$ cat src/isbsc_pkg.sv
// constants shared by the isp / boot / code-protection controller
// assumes an 8-bit sfr bus from the cpu core and a byte-wide programmer port
package isbsc_pkg;
   // sfr map
   localparam logic [7:0]  ADDR_PROG_CTRL = 8'hbf;   // isp_program_control
   localparam logic [7:0]  ADDR_UNLOCK    = 8'hf6;   // isp_write_unlock
   localparam logic [7:0]  UNLOCK_KEY1    = 8'h87;
   localparam logic [7:0]  UNLOCK_KEY2    = 8'h59;
   // isp_program_control fields
   localparam int          BIT_REBOOT     = 7;       // write: soft_reboot, read: indicator
   localparam int          BIT_AUX_RAM    = 4;
   localparam int          BIT_LOC_SEL    = 1;
   localparam int          BIT_PROG_EN    = 0;
   localparam logic [7:0]  REBOOT_MASK    = 8'h83;
   localparam logic        CTRL_BIT_RESET = 1'b0;
   // programmer-side special setting registers, loader bank space
   localparam logic [15:0] ADDR_SECURITY  = 16'hffff;
   localparam logic [15:0] ADDR_COMPANY   = 16'hfffe;
   localparam logic [15:0] ADDR_DEVICE    = 16'hfffd;
   // code_protection_settings fields, 0 means programmed (active)
   localparam int          SEC_LOCK       = 0;
   localparam int          SEC_MOVC_INH   = 1;
   localparam int          SEC_ENCRYPT    = 2;
   localparam logic [7:0]  SEC_ERASED     = 8'hff;
   // code-memory control field
   localparam logic [3:0]  FLASH_ERASE    = 4'h2;
   localparam logic [3:0]  FLASH_PROGRAM  = 4'h1;
   localparam logic [3:0]  FLASH_READ     = 4'h0;
   // write-access unlock sequence
   typedef enum logic [2:0] {
      ISBSC_CLOSED = 3'b001,
      ISBSC_HALF   = 3'b010,
      ISBSC_OPEN   = 3'b100
   } isbsc_unlock_t;
endpackage

$ cat src/isbsc_ctrl.sv
// isp programming control, loader-boot selection and code protection
// assumes sfr strobes, idle/wake and programmer strobes are synchronous to clk
//
// Notes on behaviour
// - control write with bits 7,1,0 reboots chip
// - bit 7 reads 1 in loader boot
// - bit 4 enables auxiliary ram
// - location 0: loader in app, dest loader
// - location 1: loader in 4k, dest app
// - isp mode entered on wake from idle
// - flash operations run only while idle
// - program enable low refuses erase/program
// - default boot from application bank
// - pins P2.7/P2.6 low or P4.3 low
// - special registers blocked in programming mode
// - programmed security bits stay low till erase
// - security register at loader top address
// - identity registers fixed, never writable
// - lock bit low blocks code and specials
// - inhibit low: external movc reads external
// - internal movc reads everywhere
// - inhibit high: movc unrestricted
// - encryption scrambles port 0 data
// - encryption cleared only by erase-all
// - control writable after 87h then 59h
// - erase 0010, program 0001, read 0000
`timescale 1ns/1ps
module isbsc_ctrl #(
   parameter logic [7:0] COMPANY_ID = 8'h5a,        // arbitrary value
   parameter logic [7:0] DEVICE_ID  = 8'ha5,        // arbitrary value
   parameter logic [7:0] ENC_KEY    = 8'h3c,
   parameter logic [7:0] SEC_INIT   = 8'hff
) (
   input  wire logic        clk,
   input  wire logic        rst_b,
   input  wire logic [7:0]  sfr_addr,
   input  wire logic [7:0]  sfr_wdata,
   input  wire logic        sfr_wr,
   input  wire logic        sfr_rd,
   output logic      [7:0]  sfr_rdata,
   input  wire logic        boot_p2_7,
   input  wire logic        boot_p2_6,
   input  wire logic        boot_p4_3,
   input  wire logic        cpu_idle,
   input  wire logic        cpu_wake_irq,
   output logic             soft_reboot,
   output logic             loader_boot_mode,
   output logic             aux_ram_enable,
   output logic             loader_location_select,
   output logic             program_enable,
   output logic             destination_bank_select,
   output logic             isp_mode,
   output logic             exec_loader_bank,
   input  wire logic        flash_req,
   input  wire logic [3:0]  flash_cmd,
   output logic             flash_go,
   output logic             flash_refused,
   output logic      [3:0]  flash_op,
   input  wire logic        prog_rd,
   input  wire logic        prog_wr,
   input  wire logic        prog_erase_all,
   input  wire logic        prog_loader_bank,
   input  wire logic [15:0] prog_addr,
   input  wire logic [7:0]  prog_wdata,
   output logic      [7:0]  prog_rdata,
   output logic             prog_refused,
   output logic             prog_code_go,
   output logic      [7:0]  code_protection_settings,
   input  wire logic        movc_req,
   input  wire logic        movc_from_internal,
   input  wire logic        movc_target_internal,
   output logic             movc_use_internal,
   input  wire logic [7:0]  p0_data_in,
   output logic      [7:0]  p0_data_out
);

   // decode shared by the flash path and its checks
   function automatic logic is_write_cmd(input logic [3:0] cmd);
      is_write_cmd = (cmd == isbsc_pkg::FLASH_ERASE) || (cmd == isbsc_pkg::FLASH_PROGRAM);
   endfunction

   isbsc_pkg::isbsc_unlock_t unlock_r, unlock_nxt;
   logic       reboot_nxt, boot_nxt, aux_nxt, loc_nxt, pen_nxt, isp_nxt, exec_nxt;
   logic       pend_r, pend_nxt, go_nxt, ref_nxt, pref_nxt, pgo_nxt, movc_nxt;
   logic [3:0] op_nxt;
   logic [7:0] rdata_nxt, sec_nxt, prd_nxt, p0_nxt;
   logic       wr_ctrl, wr_unlock, do_reboot;
   assign wr_ctrl   = sfr_wr && (sfr_addr == isbsc_pkg::ADDR_PROG_CTRL);
   assign wr_unlock = sfr_wr && (sfr_addr == isbsc_pkg::ADDR_UNLOCK);
   assign do_reboot = wr_ctrl && (unlock_r == isbsc_pkg::ISBSC_OPEN)
                      && ((sfr_wdata & isbsc_pkg::REBOOT_MASK) == isbsc_pkg::REBOOT_MASK);
   ////////////////////////////////////////////////////////////////////////////
   // unlock sequence: any other value closes, 87h may restart it
   always_comb begin
      unlock_nxt = unlock_r;
      if (do_reboot) begin
         unlock_nxt = isbsc_pkg::ISBSC_CLOSED;
      end else if (wr_unlock) begin
         unique case (1'b1)
            sfr_wdata == isbsc_pkg::UNLOCK_KEY1: unlock_nxt = isbsc_pkg::ISBSC_HALF;
            sfr_wdata == isbsc_pkg::UNLOCK_KEY2 && unlock_r == isbsc_pkg::ISBSC_HALF:
               unlock_nxt = isbsc_pkg::ISBSC_OPEN;
            default:                               unlock_nxt = isbsc_pkg::ISBSC_CLOSED;
         endcase
      end
   end
   always_ff @(posedge clk or negedge rst_b) begin
      if (!rst_b) begin
         unlock_r <= isbsc_pkg::ISBSC_CLOSED;
      end else begin
         unlock_r <= unlock_nxt;
      end
   end
   ////////////////////////////////////////////////////////////////////////////
   // control bits, boot strap sampling, isp mode; reboot acts like power-on
   always_comb begin
      reboot_nxt = do_reboot;
      pend_nxt   = 1'b0;
      boot_nxt   = loader_boot_mode;
      aux_nxt    = aux_ram_enable;
      loc_nxt    = loader_location_select;
      pen_nxt    = program_enable;
      isp_nxt    = isp_mode;
      if (pend_r) begin
         // straps caught one edge after reset release, never inside the reset
         boot_nxt = (!boot_p2_7 && !boot_p2_6) || !boot_p4_3;
      end
      if (wr_ctrl && unlock_r == isbsc_pkg::ISBSC_OPEN && !do_reboot) begin
         aux_nxt = sfr_wdata[isbsc_pkg::BIT_AUX_RAM];
         loc_nxt = sfr_wdata[isbsc_pkg::BIT_LOC_SEL];
         pen_nxt = sfr_wdata[isbsc_pkg::BIT_PROG_EN];
      end
      if (cpu_wake_irq) begin
         isp_nxt = program_enable;
      end
      if (do_reboot) begin
         pend_nxt = 1'b1;
         aux_nxt  = isbsc_pkg::CTRL_BIT_RESET;
         loc_nxt  = isbsc_pkg::CTRL_BIT_RESET;
         pen_nxt  = isbsc_pkg::CTRL_BIT_RESET;
         isp_nxt  = 1'b0;
      end
      // outside isp the strap picks the bank, inside it the loader location does
      exec_nxt = isp_nxt ? loc_nxt : boot_nxt;
   end
   always_ff @(posedge clk or negedge rst_b) begin
      if (!rst_b) begin
         soft_reboot             <= 1'b0;
         pend_r                  <= 1'b1;
         loader_boot_mode        <= 1'b0;
         aux_ram_enable          <= isbsc_pkg::CTRL_BIT_RESET;
         loader_location_select  <= isbsc_pkg::CTRL_BIT_RESET;
         program_enable          <= isbsc_pkg::CTRL_BIT_RESET;
         destination_bank_select <= 1'b1;
         isp_mode                <= 1'b0;
         exec_loader_bank        <= 1'b0;
      end else begin
         soft_reboot             <= reboot_nxt;
         pend_r                  <= pend_nxt;
         loader_boot_mode        <= boot_nxt;
         aux_ram_enable          <= aux_nxt;
         loader_location_select  <= loc_nxt;
         program_enable          <= pen_nxt;
         destination_bank_select <= !loc_nxt;
         isp_mode                <= isp_nxt;
         exec_loader_bank        <= exec_nxt;
      end
   end
   ////////////////////////////////////////////////////////////////////////////
   // sfr read-back; reserved and must-be-zero bits read 0
   always_comb begin
      rdata_nxt = 8'h00;
      if (sfr_rd && sfr_addr == isbsc_pkg::ADDR_PROG_CTRL) begin
         rdata_nxt[isbsc_pkg::BIT_REBOOT]  = loader_boot_mode;
         rdata_nxt[isbsc_pkg::BIT_AUX_RAM] = aux_ram_enable;
         rdata_nxt[isbsc_pkg::BIT_LOC_SEL] = loader_location_select;
         rdata_nxt[isbsc_pkg::BIT_PROG_EN] = program_enable;
      end
   end
   always_ff @(posedge clk or negedge rst_b) begin
      if (!rst_b) begin
         sfr_rdata <= 8'h00;
      end else begin
         sfr_rdata <= rdata_nxt;
      end
   end
   ////////////////////////////////////////////////////////////////////////////
   // cpu flash requests: granted only in isp mode while the core idles
   always_comb begin
      go_nxt  = 1'b0;
      ref_nxt = 1'b0;
      op_nxt  = flash_op;
      if (flash_req) begin
         if (isp_mode && cpu_idle
             && (flash_cmd == isbsc_pkg::FLASH_READ || is_write_cmd(flash_cmd))
             && (!is_write_cmd(flash_cmd) || program_enable)) begin
            go_nxt = 1'b1;
            op_nxt = flash_cmd;
         end else begin
            ref_nxt = 1'b1;
         end
      end
   end
   always_ff @(posedge clk or negedge rst_b) begin
      if (!rst_b) begin
         flash_go      <= 1'b0;
         flash_refused <= 1'b0;
         flash_op      <= isbsc_pkg::FLASH_READ;
      end else begin
         flash_go      <= go_nxt;
         flash_refused <= ref_nxt;
         flash_op      <= op_nxt;
      end
   end
   ////////////////////////////////////////////////////////////////////////////
   // programmer port: security byte can only lose ones, erase-all restores it
   logic special, blocked, locked;
   assign locked  = !code_protection_settings[isbsc_pkg::SEC_LOCK];
   assign special = prog_loader_bank && (prog_addr == isbsc_pkg::ADDR_SECURITY
                    || prog_addr == isbsc_pkg::ADDR_COMPANY
                    || prog_addr == isbsc_pkg::ADDR_DEVICE);
   assign blocked = locked || (special && isp_mode);

   always_comb begin
      sec_nxt  = code_protection_settings;
      prd_nxt  = prog_rdata;
      pref_nxt = 1'b0;
      pgo_nxt  = 1'b0;
      if (prog_erase_all) begin
         sec_nxt = isbsc_pkg::SEC_ERASED;
         pgo_nxt = 1'b1;
      end else if (prog_rd || prog_wr) begin
         if (blocked) begin
            pref_nxt = 1'b1;
         end else if (!special) begin
            pgo_nxt = 1'b1;
         end else if (prog_wr) begin
            if (prog_addr == isbsc_pkg::ADDR_SECURITY) begin
               sec_nxt = code_protection_settings & prog_wdata;
            end else begin
               pref_nxt = 1'b1;
            end
         end else begin
            unique case (1'b1)
               prog_addr == isbsc_pkg::ADDR_SECURITY: prd_nxt = code_protection_settings;
               prog_addr == isbsc_pkg::ADDR_COMPANY:  prd_nxt = COMPANY_ID;
               default:                               prd_nxt = DEVICE_ID;
            endcase
         end
      end
   end
   always_ff @(posedge clk or negedge rst_b) begin
      if (!rst_b) begin
         code_protection_settings <= SEC_INIT;
         prog_rdata               <= 8'h00;
         prog_refused             <= 1'b0;
         prog_code_go             <= 1'b0;
      end else begin
         code_protection_settings <= sec_nxt;
         prog_rdata               <= prd_nxt;
         prog_refused             <= pref_nxt;
         prog_code_go             <= pgo_nxt;
      end
   end
   ////////////////////////////////////////////////////////////////////////////
   // movc gate and port 0 scrambling; the xor key is a weak cipher by design
   always_comb begin
      movc_nxt = movc_req && movc_target_internal
                 && (movc_from_internal
                     || code_protection_settings[isbsc_pkg::SEC_MOVC_INH]);
      p0_nxt   = code_protection_settings[isbsc_pkg::SEC_ENCRYPT] ? p0_data_in
                 : (p0_data_in ^ ENC_KEY);
   end
   always_ff @(posedge clk or negedge rst_b) begin
      if (!rst_b) begin
         movc_use_internal <= 1'b0;
         p0_data_out       <= 8'h00;
      end else begin
         movc_use_internal <= movc_nxt;
         p0_data_out       <= p0_nxt;
      end
   end
endmodule

$ cat config.mk
export PLATFORM = sky130hd
export DESIGN_NAME = isbsc_ctrl
export DESIGN_NICKNAME = d
export VERILOG_FILES = /design/src/isbsc_pkg.sv /design/src/isbsc_ctrl.sv
export SDC_FILE = /design/constraint.sdc
export NUM_CORES = 1
export LEC_CHECK = 0
export BUFFER_PORTS_ARGS = -buffer_cell sky130_fd_sc_hd__buf_2
export CAP_MARGIN = 5
export CELL_PAD_IN_SITES_DETAIL_PLACEMENT = 0
export CELL_PAD_IN_SITES_GLOBAL_PLACEMENT = 1
export CORE_ASPECT_RATIO = 0.9
export CORE_UTILIZATION = 33
export CTS_CLUSTER_SIZE = 8
export DETAILED_ROUTE_END_ITERATION = 7
export GPL_TIMING_DRIVEN = 0
export PLACE_DENSITY_LB_ADDON = 0.1
export RECOVER_POWER = 25
export SLEW_MARGIN = 20
export SYNTH_ARGS = -nofsm -noshare
export SYNTH_HDL_FRONTEND = slang
export SYNTH_SLANG_ARGS = --single-unit
$ cat constraint.sdc
create_clock -name clk -period 2.2 [get_ports clk]
set_clock_uncertainty 0.15 [all_clocks]
set_input_delay 0.11 -clock clk [delete_from_list [all_inputs] [get_ports clk]]
set_output_delay 0.11 -clock clk [all_outputs]
set_load 0.005 [all_outputs]
==> Word level (Yosys, flattened, before mapping) <==
Index checks and enable logic that the tools add are counted.
{ "totals": {"reg_bits": 49, "inputBits": 69, "out_inout_bits": 49, "word_cells": 118} }
{ "op_classes": {"eq_ne": 13, "muxes": 39, "bitwise": 5, "n_reduce_logical": 41} }
{ "op_table": {"columns": ["op", "count"], "rows": [
  ["$eq A16 B16 Y1 const B", 3],
  ["$mux W8", 6],
  ["$mux W1", 27],
  ["$eq A8 B8 Y1 const B", 3],
  ["$pmux W8 S2", 1],
  ["$logic_and A1 B1 Y1", 15],
  ["$reduce_bool A2 Y1", 6],
  ["$reduce_and A5 Y1", 2],
  ["$logic_or A1 B1 Y1", 9],
  ["$and A8 B8 Y8", 1],
  ["$eq A8 B7 Y1 const B", 1],
  ["$logic_not A1 Y1", 7],
  ["$eq A3 B3 Y1 const B", 2],
  ["$mux W3", 2],
  ["$mux W6", 1],
  ["$pmux W3 S2", 1],
  ["$eq A4 B1 Y1 const B", 1],
  ["$eq A4 B2 Y1 const B", 1],
  ["$logic_not A4 Y1", 1],
  ["$not A4 Y4", 1],
  ["$eq A3 B2 Y1 const B", 1],
  ["$not A1 Y1", 3],
  ["$mux W2", 1],
  ["$ne A2 B2 Y1 const B", 1],
  ["$reduce_and A2 Y1", 1]
]} }

==> Depth between registers and ports, before layout <==
Gate-level depths: netlist of run 1.
{ "depth": {"ltp_word": 9, "depth_mapped": 6, "mapped_depth_nobuf": 5} }

==> Least setup slack after synthesis of run 1 <==
No wires, ideal clock.
{ "synth_timing": {"path_kind": "register to register", "from": "register code_protection_settings[0]", "to": "register prog_rdata[0]", "arrival_time_ns": 1.582, "slack_ns": 0.343, "stages_incl_launch_ff": 5, "n_path_buf": 1, "path_cell_list": "dfstp_2 > nand2b_1 > clkbuf_1 > nor4_4 > mux2_2"} }
{ "synth_via": {"elab_chain_cells": 4, "elab_cells_between_ends": 5, "classes_between": "mux: 1; bitwise: 1; reduce/logical: 3"} }
{ "synth_rtl": {"columns": ["item", "line_no", "rtl"], "rows": [
  ["from (decl)", "isbsc_ctrl.sv:68", "output logic [7:0] code_protection_settings,"],
  ["from (signal assigned)", "isbsc_ctrl.sv:259", "code_protection_settings <= sec_nxt;"],
  ["$logic_not A1 Y1", "isbsc_ctrl.sv:218", "assign locked = !code_protection_settings[isbsc_pkg::SEC_LOCK];"],
  ["$logic_or A1 B1 Y1", "isbsc_ctrl.sv:222", "assign blocked = locked || (special && isp_mode);"],
  ["$not A1 Y1 (no line)", null, null],
  ["$reduce_and A5 Y1 (no line)", null, null],
  ["to (signal assigned)", "isbsc_ctrl.sv:260", "prog_rdata <= prd_nxt;"],
  ["to (decl)", "isbsc_ctrl.sv:65", "output logic [7:0] prog_rdata,"]
]} }
Parallel ways exist; a longest one is shown, timed or not.
A chain may end at the register's enable or synchronous reset.

==> Worst setup path after layout of run 1 <==
{ "layout_timing": {"from": "register unlock_r[1]", "to": "register unlock_r[0]"} }
{ "layout_via": {"elab_cells_between_ends": 9, "classes_between": "eq/ne: 2; mux: 3; reduce/logical: 4"} }
{ "layout_rtl": {"columns": ["item", "line_no", "rtl"], "rows": [
  ["from (decl)", "isbsc_ctrl.sv:82", "isbsc_pkg::isbsc_unlock_t unlock_r, unlock_nxt;"],
  ["from (signal assigned)", "isbsc_ctrl.sv:109", "unlock_r <= isbsc_pkg::ISBSC_CLOSED;"],
  ["from (signal assigned)", "isbsc_ctrl.sv:111", "unlock_r <= unlock_nxt;"],
  ["$eq A3 B3 Y1 (*)", "isbsc_ctrl.sv:90", "assign do_reboot = wr_ctrl && (unlock_r == isbsc_pkg::ISBSC_OPEN)"],
  ["$logic_and A1 B1 Y1 (*)", "isbsc_ctrl.sv:90", null],
  ["$logic_and A1 B1 Y1 (*)", "isbsc_ctrl.sv:91", "&& ((sfr_wdata & isbsc_pkg::REBOOT_MASK) == isbsc_pkg::REBOOT_MASK);"],
  ["named net do_reboot", "isbsc_ctrl.sv:87", "logic wr_ctrl, wr_unlock, do_reboot;"],
  ["$mux W3 or $reduce_bool A2 Y1 (tied branches)", null, null]
]} }
The timed path passes the listed nets; every way through them passes the cells marked *. The select of a mux whose other input is x is not followed.

==> results.yml, run 1 <==
status:
  status: "finished, final reports clean"
synth:
  ys.flop_type: "dfrtp_1"
  syn_inst: 196
  synth_top_area_share_pct: 42.79
  yosysMostFrequentCell: "dfrtp_1"
  synth_common_cells: "dfrtp_1, inv_1, nor2_1"
  synth_seq_cells: 49
  avgSynthCellArea_um2: 11.34
  yosys.area.top_type: "dfrtp_1"
  synth_area_leaders: "dfrtp_1, dfstp_2, mux2_2"
  async_flop_share_pct: 100.0
  seq_area_frac_synth_pct: 55.80
  synth-warning-count: 0
  synthDistinctLibCells: 47
  syn-cell-area_um2: 2222
  synth_edf_count: 0
critical_path:
  worstSetupPathType: "flop to flop"
  crit_arrival_ps: 2090
  cp-start-kind: "flop"
  r2r_cells: 4
  cp-startpoint: "unlock_r[1]"
  r2r_start: "unlock_r[1]"
  crit_fanout: 9
  required_ps: 2300
  endpoint_kind: "flop"
  cp-endpoint: "unlock_r[0]"
  r2r_setup_slack_ps: 210
  r2r_end: "unlock_r[0]"
timing:
  tightest_slew_ps: 1248
  hold_viol_final: 0
  hold-worst-slack_ps: 15.14
  finalCriticalPeriod_ps: 1995
  finalSetupTns_ps: 0
  clock.fmax_ghz: 0.5013
  rsz0062_at_grt: "no"
  period_share_pct: 90.67
  slew_viol_final: 0
  finalSetupViolations: 0
  relSlewSlack_pct: 16.77
route:
  wire_per_inst_um: 13.10
  drcViolationCount: 0
  drt_iter0_drc: 62
  viasPerCell: 4.555
  ant_nets: 0
  dr.pass1.iters: 4
  via_count: 1963
  routed_wl_um: 5646
cts:
  clock_latency_ps: 300
  cts.sinks: 49
  cts-buffers-inserted: 5
  htree_levels: 2
  cts_max_path_buffers: 2
  clockRootBuffer: "clkbuf_8"
  cts_tree: "built"
  cts_resized: 0
  clk_pin_slew_ps: 90
floorplan:
  die_area_um2: 7067
  initial_core_util_pct: 35.18
  die_w_um: 88.50
  die_height_um: 79.85
  placeableCoreArea_um2: 6317
  placementRows: 27
  ios: 118
global_routing:
  first_global_vias: 1866
  antenna_found_initial: 0
  grt_pass1_wl_um: 8742
  grt_usage_pct: 16.41
  gr-total-overflow: 0
  grt_max_degree: 50
placement:
  hpwl_um: 3984
  numPortBuffers: 113
  gp_congestion: 0.7669
layout:
  drive_gt1_share_pct: 43.60
  diodes: 0
  area_delta_synth_final_pct: 46.17
  fin_nets: 412
  utilization_pct: 51.42
pwr:
  vdd_drop_max_v: 0.0002705
  p_leak_nw: 1.648
  powerDensity_nw_per_um2: 551.8
  power.total_mw: 1.792
min_path:
  hold_path.class: "primary input to flop"
  min-delay-start: "sfr_addr[6]"
flow_run:
  cap_viol_max_count: 0
where the power goes:
group / switching [mW] / internal, mW
combinational: 0.0917 / 0.107
sequential: 0.00645 / 0.921
clock: 0.295 / 0.371
logic make-up (layout without fill, tap and decap cells):
logic type | count (synthesis) | in the layout | share of synthesized area, %
muxes | 14 | 14 | 6.926
DFF | 49 | 49 | 55.80
buffers and inverters | 28 | 173 | 5.518
other | 1 | 4 | 0.1688
AOI/OAI and AO/OA | 32 | 32 | 9.967
xor gates and xnor gates | 4 | 4 | 1.576
and+or+nand+nor | 68 | 68 | 20.05
state kept, by name (all words and copies together), names as in the netlist, 3 cells and up:
signal                    flops
flash_op                      4
code_protection_settings      8
prog_rdata                    8
unlock_r                      3
p0_data_out                   8
sfr_rdata                     4
worst max-delay path: stages, from the launching register on:
cell	delay, ps
dfrtp_1	390
or3b_2	500
nor4_4	400
nor2b_1	330
o21ba_2	180
layout make-up:
cell class	instances	area, µm²
multi-input cells	122	870.8
inverters	18	67.56
fillers	601	3069
well taps	87	108.9
flip-flops and latches	49	1240
plain buffers	10	55.05
clock buffers	7	86.33
repair buffers	137	789.5
clock inverters	1	30.03
per-stage QoR:
stage          cell area [µm²]  cells  setup slack (ps)
4_1_cts                   3259    431             195.1
6_report                  3248    431             205.2
5_1_grt                   3248    431             93.01
3_5_place_dp              2908    399             14.94
2_1_floorplan             2233    199             343.1
3_3_place_gp              2908    399             21.51
cell usage in the layout, fill, tap and decap left out, types with 3 or more instances in the layout:
master           n
a211o_1          4
a211oi_1         4
and2_1           6
buf_2          105
buf_4            6
clkbuf_1        14
clkbuf_8         6
conb_1           4
dfrtp_1         38
dfstp_2         11
dlygate4sd3_1   22
inv_1           18
mux2_2          11
mux2i_1          3
nand2_1          3
nand3_1          5
nand4_1          5
nor2_1          15
nor3_1           4
nor4_1           4
nor4b_1          8
o21ai_0         11
or2_2            3
xnor2_1          4
layer usage:
metal	track usage, %	vias up	share of wire (%)
li1	-	989	-
met1	21.44	892	47
met2	26.46	80	45
met3	5.688	2	7.7
met4	2.903	0	0.27
met5	0	-	0
repair_timing:
action,CTS,global route
hold endpoints to repair,56,0
endpoints found under the setup margin,5,0
hold buffers,22,0
buffers inserted,2,0
worst min path at each step:
stage,to,slack [ps],depth (start not counted)
finish,sfr_rdata[4],20,3
floorplan,aux_ram_enable,-340,0
global route,sfr_rdata[4],20,3
global placement,p0_data_out[7],70,1
detailed placement,p0_data_out[6],70,1
CTS,sfr_rdata[4],2,3
(Power assumes the default switching activity.)
==> inputs of run 2 (changes only) <==
- BUFFER_PORTS_ARGS: -buffer_cell sky130_fd_sc_hd__buf_2 -> -buffer_cell sky130_fd_sc_hd__buf_4
- HOLD_SLACK_MARGIN: default -> 0.15
==> results.yml, run 2 (synthesis gave the netlist of run 1 again) <==
status:
  status: "finished, final reports clean"
flow_run:
  cap_viol_max_count: 0
timing:
  hold_viol_final: 0
  period_share_pct: 92.94
  finalSetupTns_ps: 0
  rsz0062_at_grt: "no"
  hold-worst-slack_ps: 189.5
  clock.fmax_ghz: 0.4891
  relSlewSlack_pct: 20.35
  tightest_slew_ps: 1195
  slew_viol_final: 0
  finalSetupViolations: 0
  finalCriticalPeriod_ps: 2045
placement:
  gp_congestion: 0.7273
  numPortBuffers: 113
  place_area_um2: 3191
  hpwl_um: 4122
  post-place-cells: 399
critical_path:
  r2r_setup_slack_ps: 160
  worstSetupPathType: "flop to flop"
  crit_arrival_ps: 2130
  r2r_cells: 4
  endpoint_kind: "flop"
  r2r_end: "unlock_r[0]"
  cp-start-kind: "flop"
  r2r_start: "unlock_r[1]"
  crit_fanout: 9
  required_ps: 2290
layout:
  layout_common_cells: "buf_4, dlygate4sd3_1, dfrtp_1"
  area_delta_synth_final_pct: 72.86
  diodes: 0
  final_common_cell: "buf_4"
  utilization_pct: 60.80
  top_regs: "code_protection_settings: 8 flops, p0_data_out: 8 flops, prog_rdata: 8 flops"
  final_cell_area_um2: 3841
  drive_gt1_share_pct: 44.59
  fin_nets: 438
  fillers: 553
  layoutNonFillerInstCount: 457
pwr:
  powerDensity_nw_per_um2: 509.9
  p_leak_nw: 1.882
  vdd_drop_max_v: 0.0002479
global_routing:
  grt_max_degree: 50
  first_global_vias: 2027
  antenna_found_initial: 0
  gr-total-overflow: 0
  grt_pass1_wl_um: 9694
  grt_usage_pct: 18.08
floorplan:
  die_height_um: 79.85
  ios: 118
  die_area_um2: 7067
  placeableCoreArea_um2: 6317
  initial_core_util_pct: 35.18
  placementRows: 27
  die_w_um: 88.50
min_path:
  hold_path.class: "primary input to flop"
  min_to: "unlock_r[1]"
  min-delay-start: "sfr_wdata[5]"
  min_path_cells: 4
cts:
  cts_tree: "built"
  cts-buffers-inserted: 5
  cts.sinks: 49
  clockRootBuffer: "clkbuf_8"
  cts_max_path_buffers: 2
  clock_latency_ps: 300
  clk_pin_slew_ps: 80
  htree_levels: 2
route:
  wire_per_inst_um: 13.30
  ant_nets: 0
  via_count: 2113
  dr.pass1.iters: 4
  drcViolationCount: 0
  routed_wl_um: 6080
  drt_iter0_drc: 42
  viasPerCell: 4.624
## run 2: cell count changes in the layout (fill, tap and decap cells not counted), moves of 2 or more
cell           previous run  this run
clkbuf_1                 14         4
buf_2                   105         2
buf_4                     6       114
nor2_1                   15        13
clkbuf_4                  0         4
dlygate4sd3_1            22        48
nor2_2                    0         2
## run 2: final cells by class
class / count / area (µm²) / share of cell area [%]
repair buffers: 163 / 1341 / 34.92
flip-flops and latches: 49 / 1240 / 32.28
multi-input cells: 122 / 894.6 / 23.29
well taps: 87 / 108.9 / 2.834
clock buffers: 5 / 68.82 / 1.792
inverters: 18 / 67.56 / 1.759
clock inverters: 3 / 65.06 / 1.694
plain buffers: 10 / 55.05 / 1.433
## run 2: worst max-delay path by stage
stage,start,end,slack [ps]
global placement,isp_mode,prog_rdata[2],30
detailed placement,isp_mode,prog_rdata[2],20
CTS,prog_rd,prog_refused,40
finish,unlock_r[1],unlock_r[0],160
floorplan,code_protection_settings[0],prog_rdata[0],340
global route,unlock_r[1],unlock_r[0],20
## run 2: critical path, cell delays in order, from the launching register on
cell,delay [ps]
dfrtp_1,390
or3b_2,510
nor4_4,410
nor2b_1,340
o21ba_2,190
## run 2: power breakdown
part	internal (mW)	switching (mW)	total, mW
Sequential	0.921	0.00907	0.930
Combinational	0.179	0.102	0.281
Clock	0.451	0.296	0.747
## run 2: routing by layer
layer	part of all wire (%)	global-route usage, %	wire length, µm	up-vias
met5	0	0	0	-
met4	1.6	6.129	99	0
met3	7.2	5.481	439	10
met2	46	27.15	2775	84
met1	45	24.61	2765	983
li1	-	-	-	1036
## run 2: timing repair
| item | CTS | global route |
|---|---|---|
| pin swaps | 1 | 1 |
| hold endpoints to repair | 87 | 1 |
| gates resized for setup | 0 | 5 |
| hold buffers | 49 | 1 |
| buffers inserted | 2 | 0 |
| endpoints found under the setup margin | 2 | 4 |
## run 2: metrics by stage
step	worst slack, ps	total power [mW]
CTS	35.46	1.977
finish	155.4	1.959
global placement	30.29	1.160
detailed placement	18.62	1.162
floorplan	343.1	0.9998
global route	16.66	2.052
==> inputs of run 3 (changes only) <==
- CORE_MARGIN: default -> 3
- CTS_BUF_LIST: default -> sky130_fd_sc_hd__clkbuf_16
==> results.yml, run 3 (synthesis gave the netlist of run 1 again) <==
floorplan:
  die_area_um2: 7756
  die_height_um: 83.85
  ios: 118
  die_w_um: 92.50
  placementRows: 27
  placeableCoreArea_um2: 6317
  initial_core_util_pct: 35.18
cts:
  cts_max_path_buffers: 2
  cts-buffers-inserted: 5
  clock_latency_ps: 280
  clockRootBuffer: "clkbuf_16"
  clk_pin_slew_ps: 60
  cts.sinks: 49
  cts_tree: "built"
  htree_levels: 2
global_routing:
  grt_usage_pct: 17.32
  grt_max_degree: 50
  gr-total-overflow: 0
  grt_pass1_wl_um: 10750
  first_global_vias: 2247
  antenna_found_initial: 0
critical_path:
  r2r_start: "isp_mode"
  crit_arrival_ps: 2160
  crit_fanout: 2
  cp-startpoint: "prog_rd"
  worstSetupPathType: "primary input to flop"
  cp-start-kind: "primary input"
  required_ps: 2220
  endpoint_kind: "flop"
layout:
  diodes: 0
  top_regs: "code_protection_settings: 8 flops, p0_data_out: 8 flops, prog_rdata: 8 flops"
  layoutNonFillerInstCount: 456
  fin_nets: 437
  final_common_cell: "buf_4"
  drive_gt1_share_pct: 43.09
  layout_common_cells: "buf_4, dlygate4sd3_1, dfrtp_1"
  area_delta_synth_final_pct: 72.86
timing:
  period_share_pct: 97.53
  relSlewSlack_pct: 20.48
  rsz0062_at_grt: "no"
  clock.fmax_ghz: 0.4661
  tightest_slew_ps: 1193
  finalSetupTns_ps: 0
  finalSetupViolations: 0
  slew_viol_final: 0
  hold-worst-slack_ps: 174.2
  finalCriticalPeriod_ps: 2146
  hold_viol_final: 0
pwr:
  p_leak_nw: 1.895
  vdd_drop_max_v: 0.0005239
  powerDensity_nw_per_um2: 534.1
  power.total_mw: 2.052
flow_run:
  cap_viol_max_count: 0
placement:
  hpwl_um: 4439
  post-place-cells: 399
  numPortBuffers: 113
  gp_congestion: 0.8087
route:
  drt_iter0_drc: 64
  wire_per_inst_um: 14.16
  ant_nets: 0
  drcViolationCount: 0
  dr.pass1.iters: 4
  viasPerCell: 4.658
  via_count: 2124
  routed_wl_um: 6458
min_path:
  min-delay-start: "sfr_wdata[2]"
  hold_path.class: "primary input to flop"
status:
  status: "finished, final reports clean"
run 3: metal layers:
metal  GRT usage (%)  part of all wire, %
met2           27.73                   47
met5               0                    0
met4           4.858                  1.3
met3           4.599                  8.2
met1           23.05                   43
run 3: final timing paths:
check                                          end  slack [ps]  depth (start not counted)
min in group asynchronous        movc_use_internal         460                          2
max                                   prog_refused          50                          7
min                                    unlock_r[2]         170                          4
max reg2reg                          prog_rdata[2]         190                          5
max in group asynchronous           aux_ram_enable         710                          2
min reg2reg                destination_bank_select         350                          1
run 3: stage by stage:
step	cell area (µm²)	utilization, %	worst slack [ps]
6_report	3841	60.80	54.44
5_1_grt	3841	60.80	12.40
4_1_cts	3850	60.94	25.61
3_5_place_dp	3191	50.51	20.59
3_3_place_gp	3191	50.51	28.27
2_1_floorplan	2233	-	343.1
run 3: timing repair:
item	in CTS	in global routing
setup endpoints to repair	1	3
gates resized for setup	0	2
pin swaps	1	1
buffers inserted	2	0
hold endpoints to repair	86	1
hold buffers	48	1
run 3: area by class of cell:
class                           count  area, µm²
Tap cell                           87      108.9
Multi-Input combinational cell    122      878.3
Inverter                           18      67.56
Sequential cell                    49       1240
Fill cell                         516       2476
Buffer                             10      55.05
Clock inverter                      3      38.79
Clock buffer                        5      125.1
Timing Repair Buffer              162       1328
run 3: power by group:
part | internal, mW | total, mW | switching [mW] | leakage (nW)
clock network | 0.530 | 0.844 | 0.314 | 0.0850
logic | 0.177 | 0.277 | 0.100 | 1.21
registers | 0.922 | 0.931 | 0.00861 | 0.601
total | 1.63 | 2.05 | 0.423 | 1.89
run 3: worst max-delay path, stage by stage:
cell and delay [ps]:
dlygate4sd3_1 550, buf_4 150, nor2_4 80, nor2_1 60, dlygate4sd3_1 560, o2bb2ai_1 120
dlygate4sd3_1 540
